**config.mk**
```make
export PLATFORM = sky130hd
export DESIGN_NAME = lmcd_top
export DESIGN_NICKNAME = d
export VERILOG_FILES = /design/src/lmcd_pkg.sv /design/src/lmcd_top.sv
export VERILOG_INCLUDE_DIRS = /design/src /design/src/src
export SDC_FILE = /design/constraint.sdc
export NUM_CORES = 2
export LEC_CHECK = 0
export ABC_AREA = 1
export BUFFER_PORTS_ARGS = -buffer_cell sky130_fd_sc_hd__buf_2
export CAP_MARGIN = 20
export CORE_MARGIN = 5
export CORE_UTILIZATION = 63
export CTS_CLUSTER_DIAMETER = 120
export DETAILED_ROUTE_END_ITERATION = 6
export PLACE_DENSITY = 0.92
export SYNTH_ARGS = -nofsm -noshare
export SYNTH_HDL_FRONTEND = slang
export SYNTH_SLANG_ARGS = --single-unit
```
**constraint.sdc**
```tcl
create_clock -name mclk -period 1.48 [get_ports mclk]
set_input_delay 0.222 -clock mclk [delete_from_list [all_inputs] [get_ports mclk]]
set_output_delay 0.222 -clock mclk [all_outputs]
set_load 0.005 [all_outputs]
```
**src/lmcd_regs.svh**
```systemverilog
// register offsets, command codes and reset values of the decoder
// assumes word addressing on a 16-bit register port
`ifndef LMCD_REGS_SVH
`define LMCD_REGS_SVH

// ************************************
// coil and flag area
// ************************************
`define LMCD_ADDR_REMOTE_COIL 16'h0500
`define LMCD_ADDR_LOCKOUT_COIL 16'h0501
`define LMCD_ADDR_INPUT_FLAG 16'h0510

// ************************************
// command word, presets of two words each (high word first), mode and input read words
// ************************************
`define LMCD_ADDR_COMMAND 16'h0a00
`define LMCD_ADDR_PARAM_BASE 16'h0a01
`define LMCD_PARAM_WORDS 48
`define LMCD_ADDR_CURRENT_SET 16'h0a01
`define LMCD_ADDR_VOLTAGE_SET 16'h0a03
`define LMCD_ADDR_POWER_SET 16'h0a05
`define LMCD_ADDR_RESIST_SET 16'h0a07
`define LMCD_ADDR_CURRENT_RISE 16'h0a09
`define LMCD_ADDR_VOLTAGE_RISE 16'h0a0b
`define LMCD_ADDR_CUR_LOAD 16'h0a0d
`define LMCD_ADDR_CUR_UNLOAD 16'h0a0f
`define LMCD_ADDR_VOLT_LOAD 16'h0a11
`define LMCD_ADDR_VOLT_UNLOAD 16'h0a13
`define LMCD_ADDR_POW_LOAD 16'h0a15
`define LMCD_ADDR_POW_UNLOAD 16'h0a17
`define LMCD_ADDR_RES_LOAD 16'h0a19
`define LMCD_ADDR_RES_UNLOAD 16'h0a1b
`define LMCD_ADDR_CUR_SHIFT 16'h0a1d
`define LMCD_ADDR_RES_SHIFT 16'h0a1f
`define LMCD_ADDR_BATT_END 16'h0a2e
`define LMCD_ADDR_MODE_READ 16'h0b04
`define LMCD_ADDR_INPUT_READ 16'h0b05

// ************************************
// command codes, low byte only
// ************************************
`define LMCD_CODE_CONST_CURRENT 8'h01
`define LMCD_CODE_CONST_VOLTAGE 8'h02
`define LMCD_CODE_CONST_POWER 8'h03
`define LMCD_CODE_CONST_RESIST 8'h04
`define LMCD_CODE_CURRENT_SOFT 8'h14
`define LMCD_CODE_DYNAMIC 8'h19
`define LMCD_CODE_SHORT 8'h1a
`define LMCD_CODE_LIST 8'h1b
`define LMCD_CODE_CURRENT_LU 8'h1e
`define LMCD_CODE_VOLTAGE_LU 8'h1f
`define LMCD_CODE_POWER_LU 8'h20
`define LMCD_CODE_RESIST_LU 8'h21
`define LMCD_CODE_CUR_TO_VOLT 8'h22
`define LMCD_CODE_RES_TO_VOLT_A 8'h23
`define LMCD_CODE_RES_TO_VOLT_B 8'h24
`define LMCD_CODE_BATTERY 8'h26
`define LMCD_CODE_VOLTAGE_SOFT 8'h27
`define LMCD_CODE_APPLY_SYS 8'h29
`define LMCD_CODE_INPUT_ON 8'h2a
`define LMCD_CODE_INPUT_OFF 8'h2b

// ************************************
// reset values
// ************************************
`define LMCD_RST_CODE 8'h00
`define LMCD_RST_COIL 1'b0
`define LMCD_RST_INPUT 1'b0

`endif

```
**src/lmcd_pkg.sv**
```systemverilog
// types shared by the load mode command decoder
// assumes nothing of its surroundings
package lmcd_pkg;

    // ************************************
    // operating modes
    // ************************************
    typedef enum logic [4:0] {
        md_idle,
        md_const_current,
        md_const_voltage,
        md_const_power,
        md_const_resist,
        md_current_soft,
        md_voltage_soft,
        md_dynamic,
        md_short,
        md_list,
        md_current_lu,
        md_voltage_lu,
        md_power_lu,
        md_resist_lu,
        md_current_to_volt,
        md_resist_to_volt,
        md_battery
    } lmcd_mode_t;

    // ************************************
    // decoded command and values in force
    // ************************************
    typedef struct packed {
        logic valid;
        logic sel_mode;
        lmcd_mode_t mode;
        logic turn_on;
        logic turn_off;
        logic apply;
    } lmcd_dec_t;

    typedef struct packed {
        logic [31:0] setpoint;
        logic [31:0] load_level;
        logic [31:0] unload_level;
        logic [31:0] rise_time;
    } lmcd_active_t;

endpackage

```
**src/lmcd_top.sv**
```systemverilog
// load mode command decoder: coils, presets, command decode
// assumes a serial front end that turns frames into register
// strobes on mclk, one strobe at a time
// Function
// - codes 1-4 select basic regulation modes
// - 25 dynamic, 27 list, 41 apply system
// - remote coil enters and leaves remote
// - lockout coil forbids or permits panel
// - code 42 switches input on
// - code 43 switches input off
// - code 26 selects short circuit
// - code 1 regulates to stored current setpoint
// - code 2 uses stored voltage setpoint
// - code 3 uses stored power setpoint
// - code 4 uses stored resistance setpoint
// - code 20 current soft start, rise time
// - code 39 voltage soft start, rise time
// - code 30 current load/unload thresholds
// - code 31 voltage load/unload thresholds
// - code 32 power load/unload thresholds
// - code 33 resistance load/unload thresholds
// - code 34 current to voltage shift
// - resistance to voltage shift, 35 or 36
// - code 38 battery test, end voltage
// - presets optional, command write triggers
// - only low command byte is decoded
// - input state readable, 1 on 0 off
//
// The plain strobed port and the register addresses are this design's own decisions.
`timescale 1ns/1ps
`default_nettype none
`include "lmcd_regs.svh"

module lmcd_top #(
    parameter int ADDR_W = 16, // register address width
    parameter int DATA_W = 16, // register data width
    parameter int PARAM_WORDS = `LMCD_PARAM_WORDS // preset words
) (
    input wire logic mclk, // clock
    input wire logic nrst, // async reset, low
    input wire logic [ADDR_W-1:0] reg_addr, // word address
    input wire logic [DATA_W-1:0] reg_wdata, // write data
    input wire logic reg_wr, // write strobe
    input wire logic reg_rd, // read strobe
    output logic [DATA_W-1:0] reg_rdata, // read data, next cycle
    output lmcd_pkg::lmcd_mode_t mode, // mode in force
    output logic [7:0] mode_code, // code of mode in force
    output logic input_on_flag, // load input on
    output lmcd_pkg::lmcd_active_t active, // values in force
    output logic sysparam_apply, // apply pulse
    output logic remote_control_coil, // remote control
    output logic local_lockout_coil // panel locked out
);

    // ************************************
    // elaboration checks
    // ************************************
    localparam int IDX_W = $clog2(PARAM_WORDS);
    if (ADDR_W != 16 || DATA_W != 16) begin : g_bad_width
        $error("port widths must be 16");
    end
    if (PARAM_WORDS < `LMCD_PARAM_WORDS) begin : g_bad_depth
        $error("preset area too small");
    end

    // ************************************
    // functions
    // ************************************
    logic [DATA_W-1:0] preset [PARAM_WORDS];
    function automatic logic in_params(input logic [15:0] a);
        logic [15:0] off;
        off = a - `LMCD_ADDR_PARAM_BASE;
        return (a >= `LMCD_ADDR_PARAM_BASE) &&
               (off < 16'(PARAM_WORDS));
    endfunction
    function automatic logic [IDX_W-1:0] idx(input logic [15:0] a);
        logic [15:0] off;
        off = a - `LMCD_ADDR_PARAM_BASE;
        return off[IDX_W-1:0];
    endfunction
    // two-word value, high word at the lower address
    function automatic logic [31:0] pair(input logic [15:0] a);
        logic [15:0] b;
        b = a + 16'h0001;
        return {preset[idx(a)], preset[idx(b)]};
    endfunction

    function automatic lmcd_pkg::lmcd_dec_t decode(
        input logic [7:0] code
    );
        lmcd_pkg::lmcd_dec_t d;
        d = '0;
        d.valid = 1'b1;
        d.sel_mode = 1'b1;
        case (code)
            `LMCD_CODE_CONST_CURRENT:
                d.mode = lmcd_pkg::md_const_current;
            `LMCD_CODE_CONST_VOLTAGE:
                d.mode = lmcd_pkg::md_const_voltage;
            `LMCD_CODE_CONST_POWER: d.mode = lmcd_pkg::md_const_power;
            `LMCD_CODE_CONST_RESIST:
                d.mode = lmcd_pkg::md_const_resist;
            `LMCD_CODE_CURRENT_SOFT:
                d.mode = lmcd_pkg::md_current_soft;
            `LMCD_CODE_VOLTAGE_SOFT:
                d.mode = lmcd_pkg::md_voltage_soft;
            `LMCD_CODE_DYNAMIC: d.mode = lmcd_pkg::md_dynamic;
            `LMCD_CODE_LIST: d.mode = lmcd_pkg::md_list;
            `LMCD_CODE_SHORT: d.mode = lmcd_pkg::md_short;
            `LMCD_CODE_CURRENT_LU: d.mode = lmcd_pkg::md_current_lu;
            `LMCD_CODE_VOLTAGE_LU: d.mode = lmcd_pkg::md_voltage_lu;
            `LMCD_CODE_POWER_LU: d.mode = lmcd_pkg::md_power_lu;
            `LMCD_CODE_RESIST_LU: d.mode = lmcd_pkg::md_resist_lu;
            `LMCD_CODE_CUR_TO_VOLT:
                d.mode = lmcd_pkg::md_current_to_volt;
            // both codes accepted until the host side is settled
            `LMCD_CODE_RES_TO_VOLT_A,
            `LMCD_CODE_RES_TO_VOLT_B:
                d.mode = lmcd_pkg::md_resist_to_volt;
            `LMCD_CODE_BATTERY: d.mode = lmcd_pkg::md_battery;
            `LMCD_CODE_APPLY_SYS: begin
                d.sel_mode = 1'b0;
                d.apply = 1'b1;
            end
            `LMCD_CODE_INPUT_ON: begin
                d.sel_mode = 1'b0;
                d.turn_on = 1'b1;
            end
            `LMCD_CODE_INPUT_OFF: begin
                d.sel_mode = 1'b0;
                d.turn_off = 1'b1;
            end
            default: d = '0;
        endcase
        return d;
    endfunction

    // ************************************
    // command decode
    // ************************************
    logic cmd_wr;
    logic [7:0] cmd_byte;
    lmcd_pkg::lmcd_dec_t dec;
    lmcd_pkg::lmcd_active_t next_active;
    logic [7:0] cmd_last;
    assign cmd_wr = reg_wr && (reg_addr == `LMCD_ADDR_COMMAND);
    assign cmd_byte = reg_wdata[7:0];
    assign dec = decode(cmd_byte);
    // only the command write acts; presets just sit in storage
    always_ff @(posedge mclk or negedge nrst) begin
        if (!nrst) begin
            mode <= lmcd_pkg::md_idle;
            mode_code <= `LMCD_RST_CODE;
        end else if (cmd_wr && dec.valid && dec.sel_mode) begin
            mode <= dec.mode;
            mode_code <= cmd_byte;
        end
    end

    always_ff @(posedge mclk or negedge nrst) begin
        if (!nrst) begin
            cmd_last <= `LMCD_RST_CODE;
        end else if (cmd_wr && dec.valid) begin
            cmd_last <= cmd_byte;
        end
    end

    always_ff @(posedge mclk or negedge nrst) begin
        if (!nrst) begin
            input_on_flag <= `LMCD_RST_INPUT;
        end else if (cmd_wr && dec.turn_on) begin
            input_on_flag <= 1'b1;
        end else if (cmd_wr && dec.turn_off) begin
            input_on_flag <= 1'b0;
        end
    end

    always_ff @(posedge mclk or negedge nrst) begin
        if (!nrst) begin
            sysparam_apply <= 1'b0;
        end else begin
            sysparam_apply <= cmd_wr && dec.apply;
        end
    end

    // ************************************
    // values snapshot
    // ************************************
    // bus strobes never overlap, so every preset is stored
    // before the command that uses it is seen
    always_comb begin
        next_active = active;
        case (dec.mode)
            lmcd_pkg::md_const_current:
                next_active.setpoint = pair(`LMCD_ADDR_CURRENT_SET);
            lmcd_pkg::md_const_voltage:
                next_active.setpoint = pair(`LMCD_ADDR_VOLTAGE_SET);
            lmcd_pkg::md_const_power:
                next_active.setpoint = pair(`LMCD_ADDR_POWER_SET);
            lmcd_pkg::md_const_resist:
                next_active.setpoint = pair(`LMCD_ADDR_RESIST_SET);
            lmcd_pkg::md_current_soft: begin
                next_active.setpoint = pair(`LMCD_ADDR_CURRENT_SET);
                next_active.rise_time = pair(`LMCD_ADDR_CURRENT_RISE);
            end
            lmcd_pkg::md_voltage_soft: begin
                next_active.setpoint = pair(`LMCD_ADDR_VOLTAGE_SET);
                next_active.rise_time = pair(`LMCD_ADDR_VOLTAGE_RISE);
            end
            lmcd_pkg::md_current_lu: begin
                next_active.setpoint = pair(`LMCD_ADDR_CURRENT_SET);
                next_active.load_level = pair(`LMCD_ADDR_CUR_LOAD);
                next_active.unload_level = pair(`LMCD_ADDR_CUR_UNLOAD);
            end
            lmcd_pkg::md_voltage_lu: begin
                next_active.setpoint = pair(`LMCD_ADDR_VOLTAGE_SET);
                next_active.load_level = pair(`LMCD_ADDR_VOLT_LOAD);
                next_active.unload_level = pair(`LMCD_ADDR_VOLT_UNLOAD);
            end
            lmcd_pkg::md_power_lu: begin
                next_active.setpoint = pair(`LMCD_ADDR_POWER_SET);
                next_active.load_level = pair(`LMCD_ADDR_POW_LOAD);
                next_active.unload_level = pair(`LMCD_ADDR_POW_UNLOAD);
            end
            lmcd_pkg::md_resist_lu: begin
                next_active.setpoint = pair(`LMCD_ADDR_RESIST_SET);
                next_active.load_level = pair(`LMCD_ADDR_RES_LOAD);
                next_active.unload_level = pair(`LMCD_ADDR_RES_UNLOAD);
            end
            lmcd_pkg::md_current_to_volt: begin
                next_active.setpoint = pair(`LMCD_ADDR_CURRENT_SET);
                next_active.load_level = pair(`LMCD_ADDR_CUR_SHIFT);
            end
            lmcd_pkg::md_resist_to_volt: begin
                next_active.setpoint = pair(`LMCD_ADDR_RESIST_SET);
                next_active.load_level = pair(`LMCD_ADDR_RES_SHIFT);
            end
            lmcd_pkg::md_battery: begin
                next_active.setpoint = pair(`LMCD_ADDR_CURRENT_SET);
                next_active.load_level = pair(`LMCD_ADDR_BATT_END);
            end
            default: next_active = active;
        endcase
    end

    always_ff @(posedge mclk or negedge nrst) begin
        if (!nrst) begin
            active <= '0;
        end else if (cmd_wr && dec.valid && dec.sel_mode) begin
            active <= next_active;
        end
    end

    // ************************************
    // coils and preset storage
    // ************************************
    always_ff @(posedge mclk or negedge nrst) begin
        if (!nrst) begin
            remote_control_coil <= `LMCD_RST_COIL;
        end else if (reg_wr && reg_addr == `LMCD_ADDR_REMOTE_COIL) begin
            remote_control_coil <= |reg_wdata;
        end
    end

    // the lockout coil is handed to the panel logic as is
    always_ff @(posedge mclk or negedge nrst) begin
        if (!nrst) begin
            local_lockout_coil <= `LMCD_RST_COIL;
        end else if (reg_wr && reg_addr == `LMCD_ADDR_LOCKOUT_COIL) begin
            local_lockout_coil <= |reg_wdata;
        end
    end

    // untouched presets keep their old value
    always_ff @(posedge mclk or negedge nrst) begin
        if (!nrst) begin
            for (int i = 0; i < PARAM_WORDS; i++) begin
                preset[i] <= '0;
            end
        end else if (reg_wr && in_params(reg_addr)) begin
            preset[idx(reg_addr)] <= reg_wdata;
        end
    end

    // ************************************
    // read port
    // ************************************
    logic [DATA_W-1:0] next_rdata;
    always_comb begin
        next_rdata = '0;
        if (reg_rd) begin
            if (in_params(reg_addr)) begin
                next_rdata = preset[idx(reg_addr)];
            end else begin
                case (reg_addr)
                    `LMCD_ADDR_REMOTE_COIL:
                        next_rdata[0] = remote_control_coil;
                    `LMCD_ADDR_LOCKOUT_COIL:
                        next_rdata[0] = local_lockout_coil;
                    `LMCD_ADDR_INPUT_FLAG,
                    `LMCD_ADDR_INPUT_READ:
                        next_rdata[0] = input_on_flag;
                    `LMCD_ADDR_COMMAND:
                        next_rdata[7:0] = cmd_last;
                    `LMCD_ADDR_MODE_READ:
                        next_rdata[7:0] = mode_code;
                    default: next_rdata = '0;
                endcase
            end
        end
    end

    // data stand only in the cycle after the read strobe
    always_ff @(posedge mclk or negedge nrst) begin
        if (!nrst) begin
            reg_rdata <= '0;
        end else begin
            reg_rdata <= next_rdata;
        end
    end

    logic [31:0] cur_pair;
    logic [31:0] res_pair;
    logic [31:0] rise_pair;
    assign cur_pair = pair(`LMCD_ADDR_CURRENT_SET);
    assign res_pair = pair(`LMCD_ADDR_RESIST_SET);
    assign rise_pair = pair(`LMCD_ADDR_CURRENT_RISE);
endmodule

`default_nettype wire

```
==> results of run 1 <==
-- stage by stage --
stage / hold slack, ns / TNS, ns / cell area [µm²] / util [%]
CTS: 0.00303 / -215.33 / 64500 / 82.1
detailed placement: 0.233 / -1003.95 / 57800 / 73.5
global placement: 0.231 / -888.10 / 57800 / 73.5
floorplan: -0.0736 / -889.63 / 50300 / -
-- synth_stat cells (all sizes together), types with 3 or more instances --
cell	n	area [µm²]
nand2	2535	9530
a21oi	149	749
a22o	8	70.1
ha	3	37.5
o22ai	115	719
nor3	31	165
a221oi	13	114
a22oi	32	240
dfrtp	937	23400
xor2	5	66.3
o2111ai	8	70.1
o211ai	5	37.5
o21ai	456	2280
inv	303	1140
nor2	626	2590
nand3	898	4510
buf	237	1350
nand4	123	1260
clkinv	4	15.0
and3	5	31.3
clkbuf	269	1010
or2	15	93.8
-- repair_timing --
action                                 in CTS
setup buffers                              62
gates cloned                               40
endpoints found under the hold margin     944
pin swaps                                 150
gates resized for setup                   510
hold buffers                               11
setup endpoints to repair                 929
-- per-layer routing --
metal,GRT overflow,GRT usage (%)
met5,37,72.2
met4,354,84.4
met3,131,82.4
met2,508,93.7
met1,132,83.1
-- cell families after synthesis --
family	count (synthesis)	synth area share, %
compound gates	794	8.75
xor+xnor	5	0.134
fa+ha+maj	3	0.0756
buf+inv	813	7.08
flops	937	47.2
simple gates	4243	36.8
==> summary.md, run 1 <==
| Metric | Value |
|---|---|
| GRT Overall Usage | `85.9%` |
| Synth Register Bits | `937` |
| Status | `did not finish` |
| Die Width | `slightly below 300 µm` |
| Site Rows | `103` |
| Largest net degree at the start of global routing | `95` |
| Post-synth top flop | `dfrtp_1` |
| Vias in the first global route | `about 80000` |
| Gr ovfl total | `~1200` |
| Gp weighted congestion | `1.15` |
| Stop stage | `global routing` |
| Async set-reset flop share out of synthesis | `100%` |
| Warnings from Yosys | `0` |
| Pre-CTS WS | `-1.31 ns` |
| Num CTS Buffers | `96` |
| Synth Instances | `6795` |
| IO Port Bufs | `196` |
| Mean Syn Cell Area | `7.31 µm²` |
| Clock Sinks | `937` |
| Seq/Total Area, Yosys | `~47%` |
| Tool Error | `[ERROR GRT-0116] Global routing finished with congestion. Check the congestion regions in the DRC Viewer.` |
| Die height | `291 µm` |
| H-tree levels | `3` |
| DP Wirelength | `141000 µm` |
| First-pass GRT wire length | `553000 µm` |
| EDFF count, synth | `0` |
| Root buf cell | `clkbuf_16` |
| Syn Std Cell Area | `0.0497 mm²` |
| Starting density of the core | `between 60% and 70%` |
| Clock Path Buffers | `3` |
| DP Cell Count | `8367` |
| I/O pins | `197` |
| Mapped Nets | `approximately 7000` |
| Number of unique standard cell types used by synthesis | `51` |
==> run 2: changes to the inputs <==
--- a/config.mk
+++ b/config.mk
@@ -10,10 +10,9 @@
 export BUFFER_PORTS_ARGS = -buffer_cell sky130_fd_sc_hd__buf_2
 export CAP_MARGIN = 20
 export CORE_MARGIN = 5
-export CORE_UTILIZATION = 63
-export CTS_CLUSTER_DIAMETER = 120
+export CORE_UTILIZATION = 40
 export DETAILED_ROUTE_END_ITERATION = 6
-export PLACE_DENSITY = 0.92
+export PLACE_DENSITY_LB_ADDON = 0.15
 export SYNTH_ARGS = -nofsm -noshare
 export SYNTH_HDL_FRONTEND = slang
 export SYNTH_SLANG_ARGS = --single-unit
==> summary.md, run 2 <==
| Metric | Value |
|---|---|
| Status | `complete, but fails checks` |
| Failing checks | `setup timing` |
| Hold depth | `5` |
| I/O pins | `197 (unchanged)` |
| H-tree levels | `3 (unchanged)` |
| Pwr dens | `~920 mW/mm²` |
| Reg area | `0.0234 mm²` |
| Mapped Nets | `6834 (unchanged)` |
| DP Wirelength | `159000 µm (+13%)` |
| Reg2reg path depth | `13` |
| DR WL/cell | `25.5 µm` |
| Hold EP | `remote_control_coil` |
| GRT Overall Usage | `34.9%` |
| Gp weighted congestion | `0.968 (-16%)` |
| Post-synth top area cell | `dfrtp_1` |
| Max reg flops | `736` |
| Fillers | `11400` |
| Internal power | `0.0470 W` |
| Sw frac | `27.0%` |
| Largest net degree at the start of global routing | `roughly 150` |
| First-pass GRT wire length | `346000 µm` |
| Num CTS Buffers | `107 (+11%)` |
| Clock Sinks | `937 (unchanged)` |
| Synth Register Bits | `937 (unchanged)` |
| Mean Syn Cell Area | `7.31 µm² (unchanged)` |
| Final Worst Setup Slack | `-0.457 ns` |
| CORE AREA | `around 0.12 mm²` |
| Simple logic cell fraction of the synthesized area | `36.8% (unchanged)` |
| 1st-iter DRT viols | `around 7500` |
| Post-synth top flop | `dfrtp_1` |
| Commonest cells post-synth | `2528 x nand2_1, 937 x dfrtp_1, 894 x nand3_1` |
| Leak Pwr | `36.4 nW` |
| Die height | `362 µm (+25%)` |
| Site Rows | `129 (+25%)` |
| CP Capture Type | `register` |
| Finished Layout Cells | `9525` |
| R2R Path End | `reg_rdata[3]` |
| Comb power frac | `12.1%` |
| IO Port Bufs | `196 (unchanged)` |
| Adder-cell share of the synthesized area | `0.0756% (unchanged)` |
| Largest Register | `preset` |
| RSZ-0062 raised after global routing | `true` |
| Worst-path maximum fanout | `51` |
| EDFF count, synth | `0 (unchanged)` |
| Root buf cell | `clkbuf_16` |
| Main area contributors after synthesis | `dfrtp_1 47%, nand2_1 19%, nand3_1 9.0%` |
| Vias | `approximately 54000` |
| Async set-reset flop share out of synthesis | `100% (unchanged)` |
| Final hold violations | `0` |
| Starting density of the core | `40.2% (-23 points)` |
| Largest family of logic cells by synthesized area | `simple AND/OR/NAND/NOR gates` |
| Most common cell after layout, fill and taps aside | `nand2_1` |
| FF-to-FF Start | `preset[595]` |
| Final setup fails | `967` |
| XOR/XNOR share of the synthesized area | `0.133% (unchanged)` |
| Area delta synth->final | `41.2%` |
| Die area | `0.131 mm²` |
| Number of unique standard cell types used by synthesis | `51 (unchanged)` |
| Final period util | `131%` |
| Post-synthesis compound-gate area fraction | `8.75% (unchanged)` |
| Cell with the most instances after synthesis | `nand2_1` |
| Warnings from Yosys | `0 (unchanged)` |
| Vias/cell | `approximately 5.7` |
| Die Width | `362 µm (+25%)` |
| Clk pwr share | `approximately 48%` |
| DP Cell Count | `9129 (+9.1%)` |
| R2R setup slack | `-0.40 ns` |
| Setup TNS | `-260.75 ns` |
| Post-route ant nets | `0` |
| CP required | `roughly 2.1 ns` |
| Syn Std Cell Area | `0.0497 mm² (unchanged)` |
| Max Slew Vio Count | `0` |
| Residual DRC count | `0` |
| P_sw | `roughly 0.017 W` |
| TritonCTS clock tree | `yes` |
| Clock slew at reported path FFs | `0.06 ns` |
| Seq/Total Area, Yosys | `47.2% (unchanged)` |
| Commonest non-fill, non-tap cells in the layout | `2371 x nand2_1, 936 x dfrtp_1, 839 x buf_4, 764 x nand3_1, 529 x nor2_1` |
| Tmin final | `1.94 ns` |
| Layout cells sized above 1 | `between 20% and 30%` |
| Type of origin of the critical path | `primary input` |
| Gr ovfl total | `0` |
| Min-Delay Path Class | `in2reg` |
| Fmax | `516 MHz` |
| Worst vdd ir | `962 µV` |
| Crit. Startpoint | `reg_addr[0]` |
| Multi-input logic area | `0.0249 mm²` |
| First-pass iteration count of the detailed router | `6` |
| Clk_skew | `0.0521 ns` |
| Max-slew headroom | `25.8%` |
| Mux cell area share after synthesis | `0% (unchanged)` |
| Core Util, Final | `between 50 and 60%` |
| Slew @ Worst Pin | `1.11 ns` |
| Max-cap violations | `0` |
| Clock Path Buffers | `3 (unchanged)` |
| Synth Instances | `6795 (unchanged)` |
| Arrival @ worst endpoint | `2.59 ns` |
| Initial antenna violation count | `1` |
| Synth top area share | `47.2% (unchanged)` |
| Critical path type | `in2reg` |
| Sequential cell fraction of total power | `between 30% and 40%` |
| Nets | `between 7000 and 8000` |
| Clock latency on the worst-skew pair | `0.76 ns` |
| Vias in the first global route | `a little over 50000` |
| Routed WL | `roughly 240000 µm` |
| Hold Crit Start | `reg_wdata[13]` |
## run 2: cell counts after synthesis
Identical to the previous run, type by type.
## run 2: critical path: stages
cell	delay (ns)
buf_8	0.10
buf_6	0.25
buf_12	0.28
buf_4	0.31
nor2_1	0.09
o21ai_0	0.21
a21oi_1	0.11
o21ai_0	0.18
buf_4	0.20
nand2_1	0.09
nor2_4	0.21
a21oi_2	0.09
nor2_1	0.12
## run 2: layout make-up
| cell class | instances | area share (%) |
|---|---|---|
| diodes | 1 | 0.00357 |
| clock buffers | 145 | 4.39 |
| clock inverters | 53 | 1.36 |
| inverters | 307 | 1.71 |
| multi-input cells | 5046 | 35.4 |
| flip-flops and latches | 937 | 33.4 |
| well taps | 1637 | 2.92 |
| repair buffers | 1399 | 20.7 |
## run 2: worst max-delay path by stage
stage | to | cells past startpoint
finish | reg_rdata[2] | 13
global route | reg_rdata[2] | 13
CTS | reg_rdata[3] | 13
detailed placement | reg_rdata[2] | 17
global placement | reg_rdata[2] | 15
floorplan | preset[613] | 16
## run 2: cells by family after synthesis
family | after synthesis
DFF | 937
AOI/OAI and AO/OA | 794
adders and majority gates | 3
and+or+nand+nor | 4243
buffers and inverters | 813
xor gates and xnor gates | 5
## run 2: timing repair
action,4_1_cts,5_1_grt
hold endpoints to repair,812,0
endpoints found under the setup margin,1080,1074
hold buffers,17,0
pin swaps,101,164
buffers inserted,65,34
gates cloned,33,58
gates resized for setup,371,334
## run 2: stage by stage
stage / setup slack (ns) / hold WS (ns) / instance area (µm²) / total power, W
after detailed placement: -1.58 / 0.120 / 60300 / 0.0328
after global routing: -0.516 / 0.0282 / 70100 / 0.0660
final: -0.457 / 0.0438 / 70100 / 0.0644
after global placement: -1.60 / 0.121 / 60300 / 0.0329
after floorplan: -1.11 / -0.0736 / 50300 / 0.0290
after CTS: -0.363 / 0.000521 / 67400 / 0.0642
## run 2: power groups by stage
| stage | clock [W] | combinational, W | sequential (W) |
|---|---|---|---|
| floorplan | 0 | 0.00290 | 0.0261 |
| global placement | 0 | 0.00675 | 0.0261 |
| detailed placement | 0 | 0.00675 | 0.0261 |
| CTS | 0.0312 | 0.00741 | 0.0256 |
| global route | 0.0322 | 0.00812 | 0.0256 |
| finish | 0.0310 | 0.00780 | 0.0256 |
## run 2: per-layer routing
layer	global-route usage (%)	routed length, µm	up-vias
met2	52.2	104000	3217
li1	-	-	24200
met1	48.2	98800	26200
met4	18.4	15300	0
met3	6.61	24600	626
met5	0	0	-
(Power assumes the default switching activity.)
